$ cat src/verilog/draw_engine_param_regs_defines.vh
// Purpose: Offsets, field positions and reset values of the drawing
//          engine parameter registers.
// Assumes: Offsets are register indices; byte address is index times four.
// Notes:   Definitions only.
`ifndef DRAW_ENGINE_PARAM_REGS_DEFINES_VH
`define DRAW_ENGINE_PARAM_REGS_DEFINES_VH

// ------------------------------------------------------------------
// Register indices
// ------------------------------------------------------------------
`define IDX_SYS_CONFIG 16'h0000
`define IDX_CURRENT_X 16'h86e8
`define IDX_CURRENT_X_SECOND 16'h86ea
`define IDX_DEST_Y 16'h8ae8
`define IDX_DEST_Y_SECOND 16'h8aea
`define IDX_DEST_X 16'h8ee8
`define IDX_EXTRA_X 16'h8eea
`define IDX_LINE_ERR 16'h92e8
`define IDX_TRAP_ERR 16'h92ea
`define IDX_MAJOR_COUNT 16'h96e8
`define IDX_MAJOR_COUNT_SECOND 16'h96ea
`define IDX_STATUS_CMD 16'h9ae8
`define IDX_CMD_SECOND 16'h9aea
`define IDX_SHORT_STROKE 16'h9ee8
`define IDX_BACK_COLOUR 16'ha2e8
`define IDX_FORE_COLOUR 16'ha6e8
`define IDX_WRITE_MASK 16'haae8
`define IDX_READ_MASK 16'haee8
`define IDX_COMPARE 16'hb2e8
`define IDX_BACK_MIX 16'hb6e8

// ------------------------------------------------------------------
// Field positions
// ------------------------------------------------------------------
`define CFG_ENABLE_BIT 0
`define ST_BUSY_BIT 9
`define ST_EMPTY_BIT 10
`define CMD_ACROSS_BIT 1
`define CMD_NOLAST_BIT 2
`define CMD_RADIAL_BIT 3
`define CMD_DRAW_BIT 4
`define CMD_DIR_LSB 5
`define CMD_WAIT_BIT 8
`define CMD_BUS_LSB 9
`define CMD_SWAP_BIT 12
`define CMD_TYPE_LSB 13
`define CMD_TYPE_LINE 3'h1

// ------------------------------------------------------------------
// Reset values
// ------------------------------------------------------------------
`define RST_ZERO16 16'h0000
`define RST_ZERO32 32'h00000000

`endif

$ cat src/verilog/draw_engine_param_regs.v
// Purpose: APB register bank and command sequencer of a 2D drawing engine.
// Assumes: APB4 slave, 32-bit data, pstrb for byte access, one clock.
// Notes:   Drawing itself is reduced to one pixel step per clock.
//
// Decided for this implementation: the APB register port.
`include "draw_engine_param_regs_defines.vh"

module draw_engine_param_regs #(
   parameter SLOTS = 8,
   parameter SLOT_BITS = 3
) (
   input wire clock,
   input wire sys_rst,
   input wire psel,
   input wire penable,
   input wire pwrite,
   input wire [17:0] paddr,
   input wire [31:0] pwdata,
   input wire [3:0] pstrb,
   output reg [31:0] prdata,
   output reg pready,
   output reg pslverr,
   output reg engine_busy,
   output reg pixel_write,
   output reg [2:0] pixel_dir,
   output reg [2:0] command_type,
   output reg across_plane,
   output reg radial_dir,
   output reg wait_host_data,
   output reg [1:0] bus_size,
   output reg byte_swap,
   output reg [2:0] trap_dir,
   output reg [13:0] y_param,
   output reg [13:0] x_param,
   output reg [31:0] write_mask,
   output reg [31:0] read_mask,
   output reg [31:0] compare_value
);

   // ------------------------------------------------------------------
   // Functions
   // ------------------------------------------------------------------
   // Merges the byte lanes selected by the strobes into an old value.
   function [31:0] merge;
      input [31:0] old;
      input [31:0] data;
      input [3:0] strb;
      integer i;
      begin
         merge = old;
         for (i = 0; i < 4; i = i + 1) begin
            if (strb[i]) begin
               merge[i*8 +: 8] = data[i*8 +: 8];
            end
         end
      end
   endfunction

   // Shows a 14-bit field as a step (line) or a 12-bit coordinate.
   function [13:0] coord_or_step;
      input [13:0] value;
      input is_line;
      begin
         if (is_line) begin
            coord_or_step = value;
         end else begin
            coord_or_step = {2'b00, value[11:0]};
         end
      end
   endfunction

   // ------------------------------------------------------------------
   // Storage
   // ------------------------------------------------------------------
   localparam ST_IDLE = 2'b00; // Engine waits for a queued command.
   localparam ST_RUN = 2'b01; // Engine steps through pixels.
   localparam ST_VEC2 = 2'b10; // Engine runs second short-stroke vector.
   reg [15:0] sys_config; // Bit 0 enables the engine registers.
   reg [11:0] current_x; // Current horizontal coordinate.
   reg [11:0] current_x_second; // Second horizontal coordinate.
   reg [13:0] dest_y_axial_step; // End Y or axial step.
   reg [13:0] dest_y_axial_step_second; // Second end Y or step.
   reg [13:0] dest_x_diag_step; // End X or diagonal step.
   reg [11:0] extra_x_coord; // Extra X for multipoint commands.
   reg [13:0] line_error_term; // Initial line decision value.
   reg [13:0] trapezoid_error_term; // Trapezoid decision value.
   reg [11:0] major_axis_count; // Longest axis length minus one.
   reg [11:0] major_axis_count_second; // Second long axis length.
   reg [15:0] draw_command_second; // Second command word.
   reg [31:0] back_colour; // Background colour.
   reg [31:0] fore_colour; // Foreground colour.
   reg [15:0] back_mix_select; // Background mix selection.
   reg [16:0] queue [0:SLOTS-1]; // Command slots: {stroke, word}.
   reg [SLOT_BITS-1:0] wr_ptr; // Next slot to fill.
   reg [SLOT_BITS-1:0] rd_ptr; // Next slot to run.
   reg [SLOT_BITS:0] pending; // Number of filled slots.
   reg [1:0] state; // Engine sequencer state.
   reg [12:0] steps; // Pixel steps left in this pass.
   reg draw_on; // Pixels of this pass are written.
   reg [7:0] vector_two; // Second short-stroke vector.
   reg [16:0] head; // Slot at the read pointer.
   reg [12:0] next_steps; // Step count for a starting command.
   reg head_was_stroke; // Running command came from a short stroke.

   // ------------------------------------------------------------------
   // Bus decode
   // ------------------------------------------------------------------
   wire [15:0] index = paddr[17:2]; // Register index from byte address.
   wire enabled = sys_config[`CFG_ENABLE_BIT]; // Engine registers live.
   wire access = psel & penable & ~pready; // Access phase, not yet answered.
   wire commit = psel & penable & pready; // Edge where a transfer completes.
   wire do_write = commit & pwrite & enabled & ~pslverr;
   wire [12:0] free_slots = SLOTS[12:0] - {{(12-SLOT_BITS){1'b0}}, pending};
   wire full = (pending == SLOTS[SLOT_BITS:0]); // No slot free.
   wire pop = (state == ST_IDLE) & (pending != 0); // Engine takes a slot.
   wire finishing = (steps == 0) & // Last step of the command taken.
      ((state == ST_VEC2) | (state == ST_RUN & ~head_was_stroke));
   reg mapped; // Index names a register.
   reg [31:0] read_value; // Read data before it is registered.
   reg [31:0] held_value; // Current word that byte writes merge into.
   wire [31:0] merged = merge(held_value, pwdata, pstrb); // Written word.
   wire [15:0] status_word = {free_slots[12:8], (pending == 0), engine_busy,
      1'b0, free_slots[7:0]};
   // A full queue drops the command; the host polls free slots first.
   wire push_cmd = do_write & (index == `IDX_STATUS_CMD) & ~full;
   wire push_stroke = do_write & (index == `IDX_SHORT_STROKE) & ~full;
   // Decodes the index and builds the read value.
   always @* begin
      mapped = 1'b1;
      read_value = `RST_ZERO32;
      case (index)
         `IDX_SYS_CONFIG: read_value = {16'h0000, sys_config};
         `IDX_CURRENT_X: read_value = {20'h00000, current_x};
         `IDX_CURRENT_X_SECOND: read_value = {20'h00000, current_x_second};
         `IDX_DEST_Y: read_value = {18'h00000, dest_y_axial_step};
         `IDX_DEST_Y_SECOND:
            read_value = {18'h00000, dest_y_axial_step_second};
         `IDX_DEST_X: read_value = {18'h00000, dest_x_diag_step};
         `IDX_EXTRA_X: read_value = {20'h00000, extra_x_coord};
         `IDX_LINE_ERR: read_value = {18'h00000, line_error_term};
         `IDX_TRAP_ERR: read_value = {18'h00000, trapezoid_error_term};
         `IDX_MAJOR_COUNT: read_value = {20'h00000, major_axis_count};
         `IDX_MAJOR_COUNT_SECOND:
            read_value = {20'h00000, major_axis_count_second};
         `IDX_STATUS_CMD: read_value = {16'h0000, status_word};
         `IDX_CMD_SECOND: read_value = `RST_ZERO32;
         `IDX_SHORT_STROKE: read_value = `RST_ZERO32;
         `IDX_BACK_COLOUR: read_value = back_colour;
         `IDX_FORE_COLOUR: read_value = fore_colour;
         `IDX_WRITE_MASK: read_value = write_mask;
         `IDX_READ_MASK: read_value = read_mask;
         `IDX_COMPARE: read_value = compare_value;
         `IDX_BACK_MIX: read_value = `RST_ZERO32;
         default: mapped = 1'b0;
      endcase
      // Write-only words keep their own value as the base of a byte write.
      held_value = (index == `IDX_CMD_SECOND) ?
         {16'h0000, draw_command_second} : (index == `IDX_BACK_MIX) ?
         {16'h0000, back_mix_select} : read_value;
      // Disabled engine registers read as zero; configuration stays open.
      if (!enabled && index != `IDX_SYS_CONFIG) begin
         read_value = `RST_ZERO32;
      end
   end

   // ------------------------------------------------------------------
   // APB answer
   // ------------------------------------------------------------------
   // Answers one cycle into the access phase, data and error registered.
   always @(posedge clock) begin
      if (sys_rst) begin
         pready <= 1'b0;
         pslverr <= 1'b0;
         prdata <= `RST_ZERO32;
      end else begin
         pready <= access;
         pslverr <= access & ~mapped; // Error stands with ready only.
         if (access) begin
            prdata <= pwrite ? `RST_ZERO32 : read_value;
         end
      end
   end

   // ------------------------------------------------------------------
   // Register writes
   // ------------------------------------------------------------------
   // Stores written lanes; byte or word writes via the strobes.
   always @(posedge clock) begin
      if (sys_rst) begin
         sys_config <= `RST_ZERO16;
         current_x <= 12'h000;
         current_x_second <= 12'h000;
         dest_y_axial_step <= 14'h0000;
         dest_y_axial_step_second <= 14'h0000;
         dest_x_diag_step <= 14'h0000;
         extra_x_coord <= 12'h000;
         line_error_term <= 14'h0000;
         trapezoid_error_term <= 14'h0000;
         major_axis_count <= 12'h000;
         major_axis_count_second <= 12'h000;
         draw_command_second <= `RST_ZERO16;
         back_colour <= `RST_ZERO32;
         fore_colour <= `RST_ZERO32;
         write_mask <= `RST_ZERO32;
         read_mask <= `RST_ZERO32;
         compare_value <= `RST_ZERO32;
         back_mix_select <= `RST_ZERO16;
      end else begin
         // Configuration is reachable even while the engine is off.
         if (commit & pwrite & (index == `IDX_SYS_CONFIG)) begin
            sys_config <= merged[15:0];
         end
         if (do_write) begin
            case (index)
               `IDX_CURRENT_X: current_x <= merged[11:0];
               `IDX_CURRENT_X_SECOND: current_x_second <= merged[11:0];
               `IDX_DEST_Y: dest_y_axial_step <= merged[13:0];
               `IDX_DEST_Y_SECOND: dest_y_axial_step_second <= merged[13:0];
               `IDX_DEST_X: dest_x_diag_step <= merged[13:0];
               `IDX_EXTRA_X: extra_x_coord <= merged[11:0];
               `IDX_LINE_ERR: line_error_term <= merged[13:0];
               `IDX_TRAP_ERR: trapezoid_error_term <= merged[13:0];
               `IDX_MAJOR_COUNT: major_axis_count <= merged[11:0];
               `IDX_MAJOR_COUNT_SECOND:
                  major_axis_count_second <= merged[11:0];
               `IDX_CMD_SECOND: draw_command_second <= merged[15:0];
               `IDX_BACK_COLOUR: back_colour <= merged;
               `IDX_FORE_COLOUR: fore_colour <= merged;
               `IDX_WRITE_MASK: write_mask <= merged;
               `IDX_READ_MASK: read_mask <= merged;
               `IDX_COMPARE: compare_value <= merged;
               `IDX_BACK_MIX: back_mix_select <= merged[15:0];
               default: ;
            endcase
         end
      end
   end

   // ------------------------------------------------------------------
   // Command queue
   // ------------------------------------------------------------------
   // Holds queued commands in order; push and pop may share a cycle.
   always @(posedge clock) begin
      if (sys_rst) begin
         wr_ptr <= {SLOT_BITS{1'b0}};
         rd_ptr <= {SLOT_BITS{1'b0}};
         pending <= {(SLOT_BITS+1){1'b0}};
      end else begin
         if (push_cmd | push_stroke) begin
            queue[wr_ptr] <= {push_stroke, pwdata[15:0]};
            wr_ptr <= wr_ptr + 1'b1;
         end
         if (pop) begin
            rd_ptr <= rd_ptr + 1'b1;
         end
         if ((push_cmd | push_stroke) & ~pop) begin
            pending <= pending + 1'b1;
         end else if (pop & ~(push_cmd | push_stroke)) begin
            pending <= pending - 1'b1;
         end
      end
   end

   // Works out the step count of the command at the head.
   always @* begin
      head = queue[rd_ptr];
      if (head[16]) begin
         next_steps = {9'h000, head[3:0]} + 13'h0001;
      end else if (head[`CMD_NOLAST_BIT]) begin
         next_steps = {1'b0, major_axis_count};
      end else begin
         next_steps = {1'b0, major_axis_count} + 13'h0001;
      end
   end

   // ------------------------------------------------------------------
   // Engine sequencer
   // ------------------------------------------------------------------
   // Runs one pixel step per clock; busy spans accept to final step.
   always @(posedge clock) begin
      if (sys_rst) begin
         state <= ST_IDLE;
         steps <= 13'h0000;
         draw_on <= 1'b0;
         vector_two <= 8'h00;
         engine_busy <= 1'b0;
         pixel_write <= 1'b0;
         pixel_dir <= 3'h0;
         command_type <= 3'h0;
         across_plane <= 1'b0;
         radial_dir <= 1'b0;
         wait_host_data <= 1'b0;
         bus_size <= 2'h0;
         byte_swap <= 1'b0;
         trap_dir <= 3'h0;
         y_param <= 14'h0000;
         x_param <= 14'h0000;
         head_was_stroke <= 1'b0;
      end else begin
         pixel_write <= 1'b0;
         case (state)
            ST_IDLE: begin
               if (pop) begin
                  steps <= next_steps;
                  draw_on <= head[`CMD_DRAW_BIT];
                  pixel_dir <= head[`CMD_DIR_LSB +: 3];
                  vector_two <= head[15:8];
                  head_was_stroke <= head[16];
                  state <= ST_RUN;
                  if (!head[16]) begin
                     command_type <= head[`CMD_TYPE_LSB +: 3];
                     across_plane <= head[`CMD_ACROSS_BIT];
                     radial_dir <= head[`CMD_RADIAL_BIT];
                     wait_host_data <= head[`CMD_WAIT_BIT];
                     bus_size <= head[`CMD_BUS_LSB +: 2];
                     byte_swap <= head[`CMD_SWAP_BIT];
                     trap_dir <= draw_command_second[7:5];
                     y_param <= coord_or_step(dest_y_axial_step,
                        head[15:13] == `CMD_TYPE_LINE);
                     x_param <= coord_or_step(dest_x_diag_step,
                        head[15:13] == `CMD_TYPE_LINE);
                  end
               end
            end
            ST_RUN, ST_VEC2: begin
               if (steps != 0) begin
                  pixel_write <= draw_on;
                  steps <= steps - 13'h0001;
               end else if (state == ST_RUN && head_was_stroke) begin
                  steps <= {9'h000, vector_two[3:0]} + 13'h0001;
                  draw_on <= vector_two[4];
                  pixel_dir <= vector_two[7:5];
                  state <= ST_VEC2;
               end else begin
                  state <= ST_IDLE;
               end
            end
            default: state <= ST_IDLE;
         endcase
         // Busy on the accept edge and until the engine returns idle.
         engine_busy <= push_cmd | push_stroke | (pending != 0) |
            ((state != ST_IDLE) & ~finishing);
      end
   end

endmodule

$ cat config.mk
export PLATFORM = sky130hd
export DESIGN_NAME = draw_engine_param_regs
export DESIGN_NICKNAME = d
export VERILOG_FILES = /design/src/verilog/draw_engine_param_regs.v
export VERILOG_INCLUDE_DIRS = /design/src /design/src/verilog
export SDC_FILE = /design/constraint.sdc
export NUM_CORES = 1
export LEC_CHECK = 0
export BUFFER_PORTS_ARGS = -buffer_cell sky130_fd_sc_hd__buf_2
export CAP_MARGIN = 20
export CORE_MARGIN = 8
export CORE_UTILIZATION = 55
export CTS_BUF_LIST = sky130_fd_sc_hd__clkbuf_8
export CTS_CLUSTER_DIAMETER = 120
export CTS_CLUSTER_SIZE = 10
export DETAILED_ROUTE_END_ITERATION = 8
export PLACE_DENSITY = 0.75
export SLEW_MARGIN = 15
export SYNTH_ARGS = -nofsm -noshare
export SYNTH_HDL_FRONTEND = slang
export SYNTH_SLANG_ARGS = --single-unit
$ cat constraint.sdc
create_clock -name clock -period 5.33 [get_ports clock]
set_input_delay 0 -clock clock [delete_from_list [all_inputs] [get_ports clock]]
set_output_delay 0 -clock clock [all_outputs]
set_load 0.005 [all_outputs]
==> results.sh <==
export IMPL_ys_flop_type="dfxtp_1"
export IMPL_io_pins=234
export IMPL_pwr_share_comb_pct=17.8
export IMPL_yosysTopAreaCell="dfxtp_1"
export IMPL_cp_num_buf_inv=2
export IMPL_worst_setup_path_start_kind="register"
export IMPL_async_reset_ff_share_pct=0
export IMPL_fillers=3645
export IMPL_die_w_um=229
export IMPL_holdCritPathClass="input port to register"
export IMPL_cp_cell_sequence="inv_1 > ha_1 > a22o_1 > a32o_1 > nor4_1 > a41oi_1 > o221ai_2 > buf_4 > o21ai_0"
export IMPL_synth_top_area_share_pct=36.6
export IMPL_clock_path_buffers=3
export IMPL_ys_types=89
export IMPL_run_status="complete, no violations"
export IMPL_hold_viol_final=0
export IMPL_grt_usage_pct=33.0
export IMPL_rows=78
export IMPL_path_clk_slew_ps=80
export IMPL_power_density_nw_per_um2=331
export IMPL_drv_cap=0
export IMPL_drive_gt1_share_pct=16.8
export IMPL_max_stage_delay_ps=750
export IMPL_clock_sinks=591
export IMPL_worst_path_max_fanout=10
export IMPL_r2r_slack_ps=1740
export IMPL_dieArea_um2=52300
export IMPL_power_frac_clock_pct=30.2
export IMPL_portBuffers=231
export IMPL_p_switching_uw=2760
export IMPL_core_area_um2=45000
export IMPL_grt_pass1_vias=21700
export IMPL_layout_min_cycle_time_ps=3590
export IMPL_cts_tree="built"
export IMPL_setup_tns_ps=0
export IMPL_syn_area_um2=24900
export IMPL_dp_cells=3211
export IMPL_ir_drop_mv=0.212
export IMPL_insertion_delay_ps=670
export IMPL_wire_per_inst_um=26.7
export IMPL_layout_nets=2805
export IMPL_drt_wl_total_mm=89.7
export IMPL_antenna_left=0
export IMPL_worst_pin_slew_ps=1220
export IMPL_relSlewSlack_pct=18.0
export IMPL_power_uw=9280
export IMPL_drtPass1Iterations=8
export IMPL_drtIter0Drc=3238
export IMPL_rsz0062_at_grt="false"
export IMPL_fmax_mhz=279
export IMPL_syn_num_nets=2597
export IMPL_synth_edff_count=136
export IMPL_htreeDepth=3
export IMPL_ctsResizeCount=0
export IMPL_grt_pass1_wl_mm=135
export IMPL_antenna_found_initial=1
export IMPL_grt_overflow=0
export IMPL_finClkSkew_ps=38.2
export IMPL_place_gp_congestion=1.02
export IMPL_num_vias=22700
export IMPL_syn2layout_area_growth_pct=12.9
export IMPL_ys_seq_area_share_pct=53.0
export IMPL_chipHeight_um=229
export IMPL_instances_no_fill=3354
export IMPL_power_internal_uw=6520
export IMPL_cts_root_buf="clkbuf_8"
export IMPL_cp_required_ps=5830
export IMPL_synth_avg_cell_area_um2=9.86
export IMPL_grt_start_max_net_pins=151
export IMPL_cts_buffers=69
export IMPL_critPathArrivalTime_ps=4090
export IMPL_finalCritPeriodShare_pct=67.3
export IMPL_p_leak_uw=0.0101
export IMPL_drc_errors=0
export IMPL_switching_share_pct=29.7
export IMPL_setup_viol=0
export IMPL_post_dp_hpwl_mm=60.7
export IMPL_ys_warn_count=0
export IMPL_crit_family="compound AO/OA/AOI/OAI gates"
export IMPL_critPathKind="register to register"
export IMPL_initial_core_util_pct=55.3
export IMPL_ys_ff_latch=591
export IMPL_antenna_cells=0
export IMPL_pwr_share_seq_pct=52.0
export IMPL_synth_cells=2523
export IMPL_report_final_slew_viol_count=0
export IMPL_crit_slowest_cell="nor4_1"
export IMPL_synth_area_leaders="dfxtp_1 37%, edfxtp_1 16%, o21ai_0 5.4%, nand3_1 3.8%, mux4_2 3.1%"
export IMPL_endpoint_kind="register"
export IMPL_vias_per_cell=6.76
-- registers in the layout (all words and copies together) (netlist names), 13 cells and up, named ones only --
register                  count
sys_config                   16
write_mask                   32
fore_colour                  32
line_error_term              14
trapezoid_error_term         14
back_mix_select              16
steps                        13
compare_value                32
dest_x_diag_step             14
y_param                      14
back_colour                  32
dest_y_axial_step_second     14
dest_y_axial_step            14
prdata                       32
x_param                      14
queue                       136
read_mask                    32
draw_command_second          16
-- stage by stage --
step	hold slack (ps)	setup slack, ps	util, %	area, um^2
6_report	129	1740	62.4	28100
5_1_grt	178	1720	62.4	28100
4_1_cts	75.0	1890	62.3	28000
3_5_place_dp	309	1580	58.9	26500
3_3_place_gp	287	1620	58.9	26500
2_1_floorplan	98.9	1940	-	24900
-- cells by family (layout without fill, tap and decap cells) --
| group | Yosys count | after routing | share of synthesized area [%] |
|---|---|---|---|
| adders and majority gates | 15 | 15 | 0.785 |
| DFF | 591 | 591 | 53.0 |
| muxes | 62 | 62 | 4.27 |
| buffers and inverters | 238 | 469 | 4.11 |
| and+or+nand+nor | 779 | 779 | 15.8 |
| AOI/OAI and AO/OA | 813 | 813 | 21.1 |
| xor gates and xnor gates | 25 | 25 | 0.880 |
-- cell usage in the layout (no fill, tap or decap), types with 8 or more instances in the layout --
cell,netlist,layout
a211oi_1,84,84
a21oi_1,139,139
a221oi_1,15,15
a222oi_1,23,23
a22o_1,17,17
a22oi_1,76,76
a311oi_1,14,14
a31oi_1,55,54
a32o_1,15,15
a32oi_1,19,19
and2_1,21,21
and3_1,17,17
buf_2,37,231
buf_4,6,68
clkbuf_8,0,69
dfxtp_1,455,454
dlygate4sd3_1,0,47
edfxtp_1,136,136
ha_1,14,14
inv_1,23,42
mux2i_1,25,25
mux4_2,34,34
nand2_1,186,185
nand2b_1,11,11
nand3_1,188,188
nand4_1,36,36
nor2_1,180,179
nor3_1,34,29
nor4_1,23,20
nor4_4,6,10
o211ai_1,13,13
o21ai_0,267,267
o21ai_1,19,19
or3_1,10,10
or4_1,8,8
xnor2_1,15,15
xor2_1,10,10
-- timing repair --
item | 4_1_cts | 5_1_grt
hold buffers | 47 | 0
hold endpoints to repair | 292 | 0
buffers inserted | 0 | 0
-- cell usage after synthesis, drive strengths merged (55+ instances only) --
cell,instances
nand3,188
buf,59
dfxtp,455
edfxtp,136
a21oi,142
a31oi,55
o21ai,287
nor2,181
nand2,189
a22oi,76
clkbuf,154
a211oi,84
-- worst register-to-register path: stages (launching register included) --
cell and delay, ps:
dfxtp_1 520, inv_1 80, ha_1 330, a22o_1 250, a32o_1 270, nor4_1 750, a41oi_1 230, o221ai_2 560
buf_4 310, o21ai_0 120
-- metal layers --
| metal | global-route usage (%) | wire length [um] | vias to the layer above |
|---|---|---|---|
| met5 | 0 | 13 | - |
| met4 | 17.5 | 4620 | 2 |
| met3 | 9.41 | 11200 | 265 |
| met2 | 48.5 | 38900 | 1519 |
| met1 | 43.8 | 35000 | 11000 |
| li1 | - | - | 9930 |
-- path summary, 6_finish.rpt --
kind | start | to | cells past startpoint
setup / recovery | pending[0] | sys_config[1] | 9
hold / removal | paddr[13] | engine_busy | 4
setup reg to reg | pending[0] | sys_config[1] | 9
hold reg to reg | y_param[6] | y_param[6] | 2
-- cell type report --
class,instances,area [um^2],share of cell area [%]
inverter,25,101,0.361
clock inverter,25,121,0.432
timing repair buffer,350,2180,7.78
clock buffer,69,950,3.38
multi-input combinational,1694,10800,38.4
sequential,591,13200,47.0
tap,600,751,2.67
-- power groups by stage --
stage	Clock, uW	Combinational, uW	Sequential (uW)
after floorplan	0	1200	4850
after global placement	0	1550	4920
after detailed placement	0	1580	4930
after CTS	2830	1620	4830
after global routing	3000	1790	4840
final	2800	1650	4830
(Power assumes the default switching activity.)
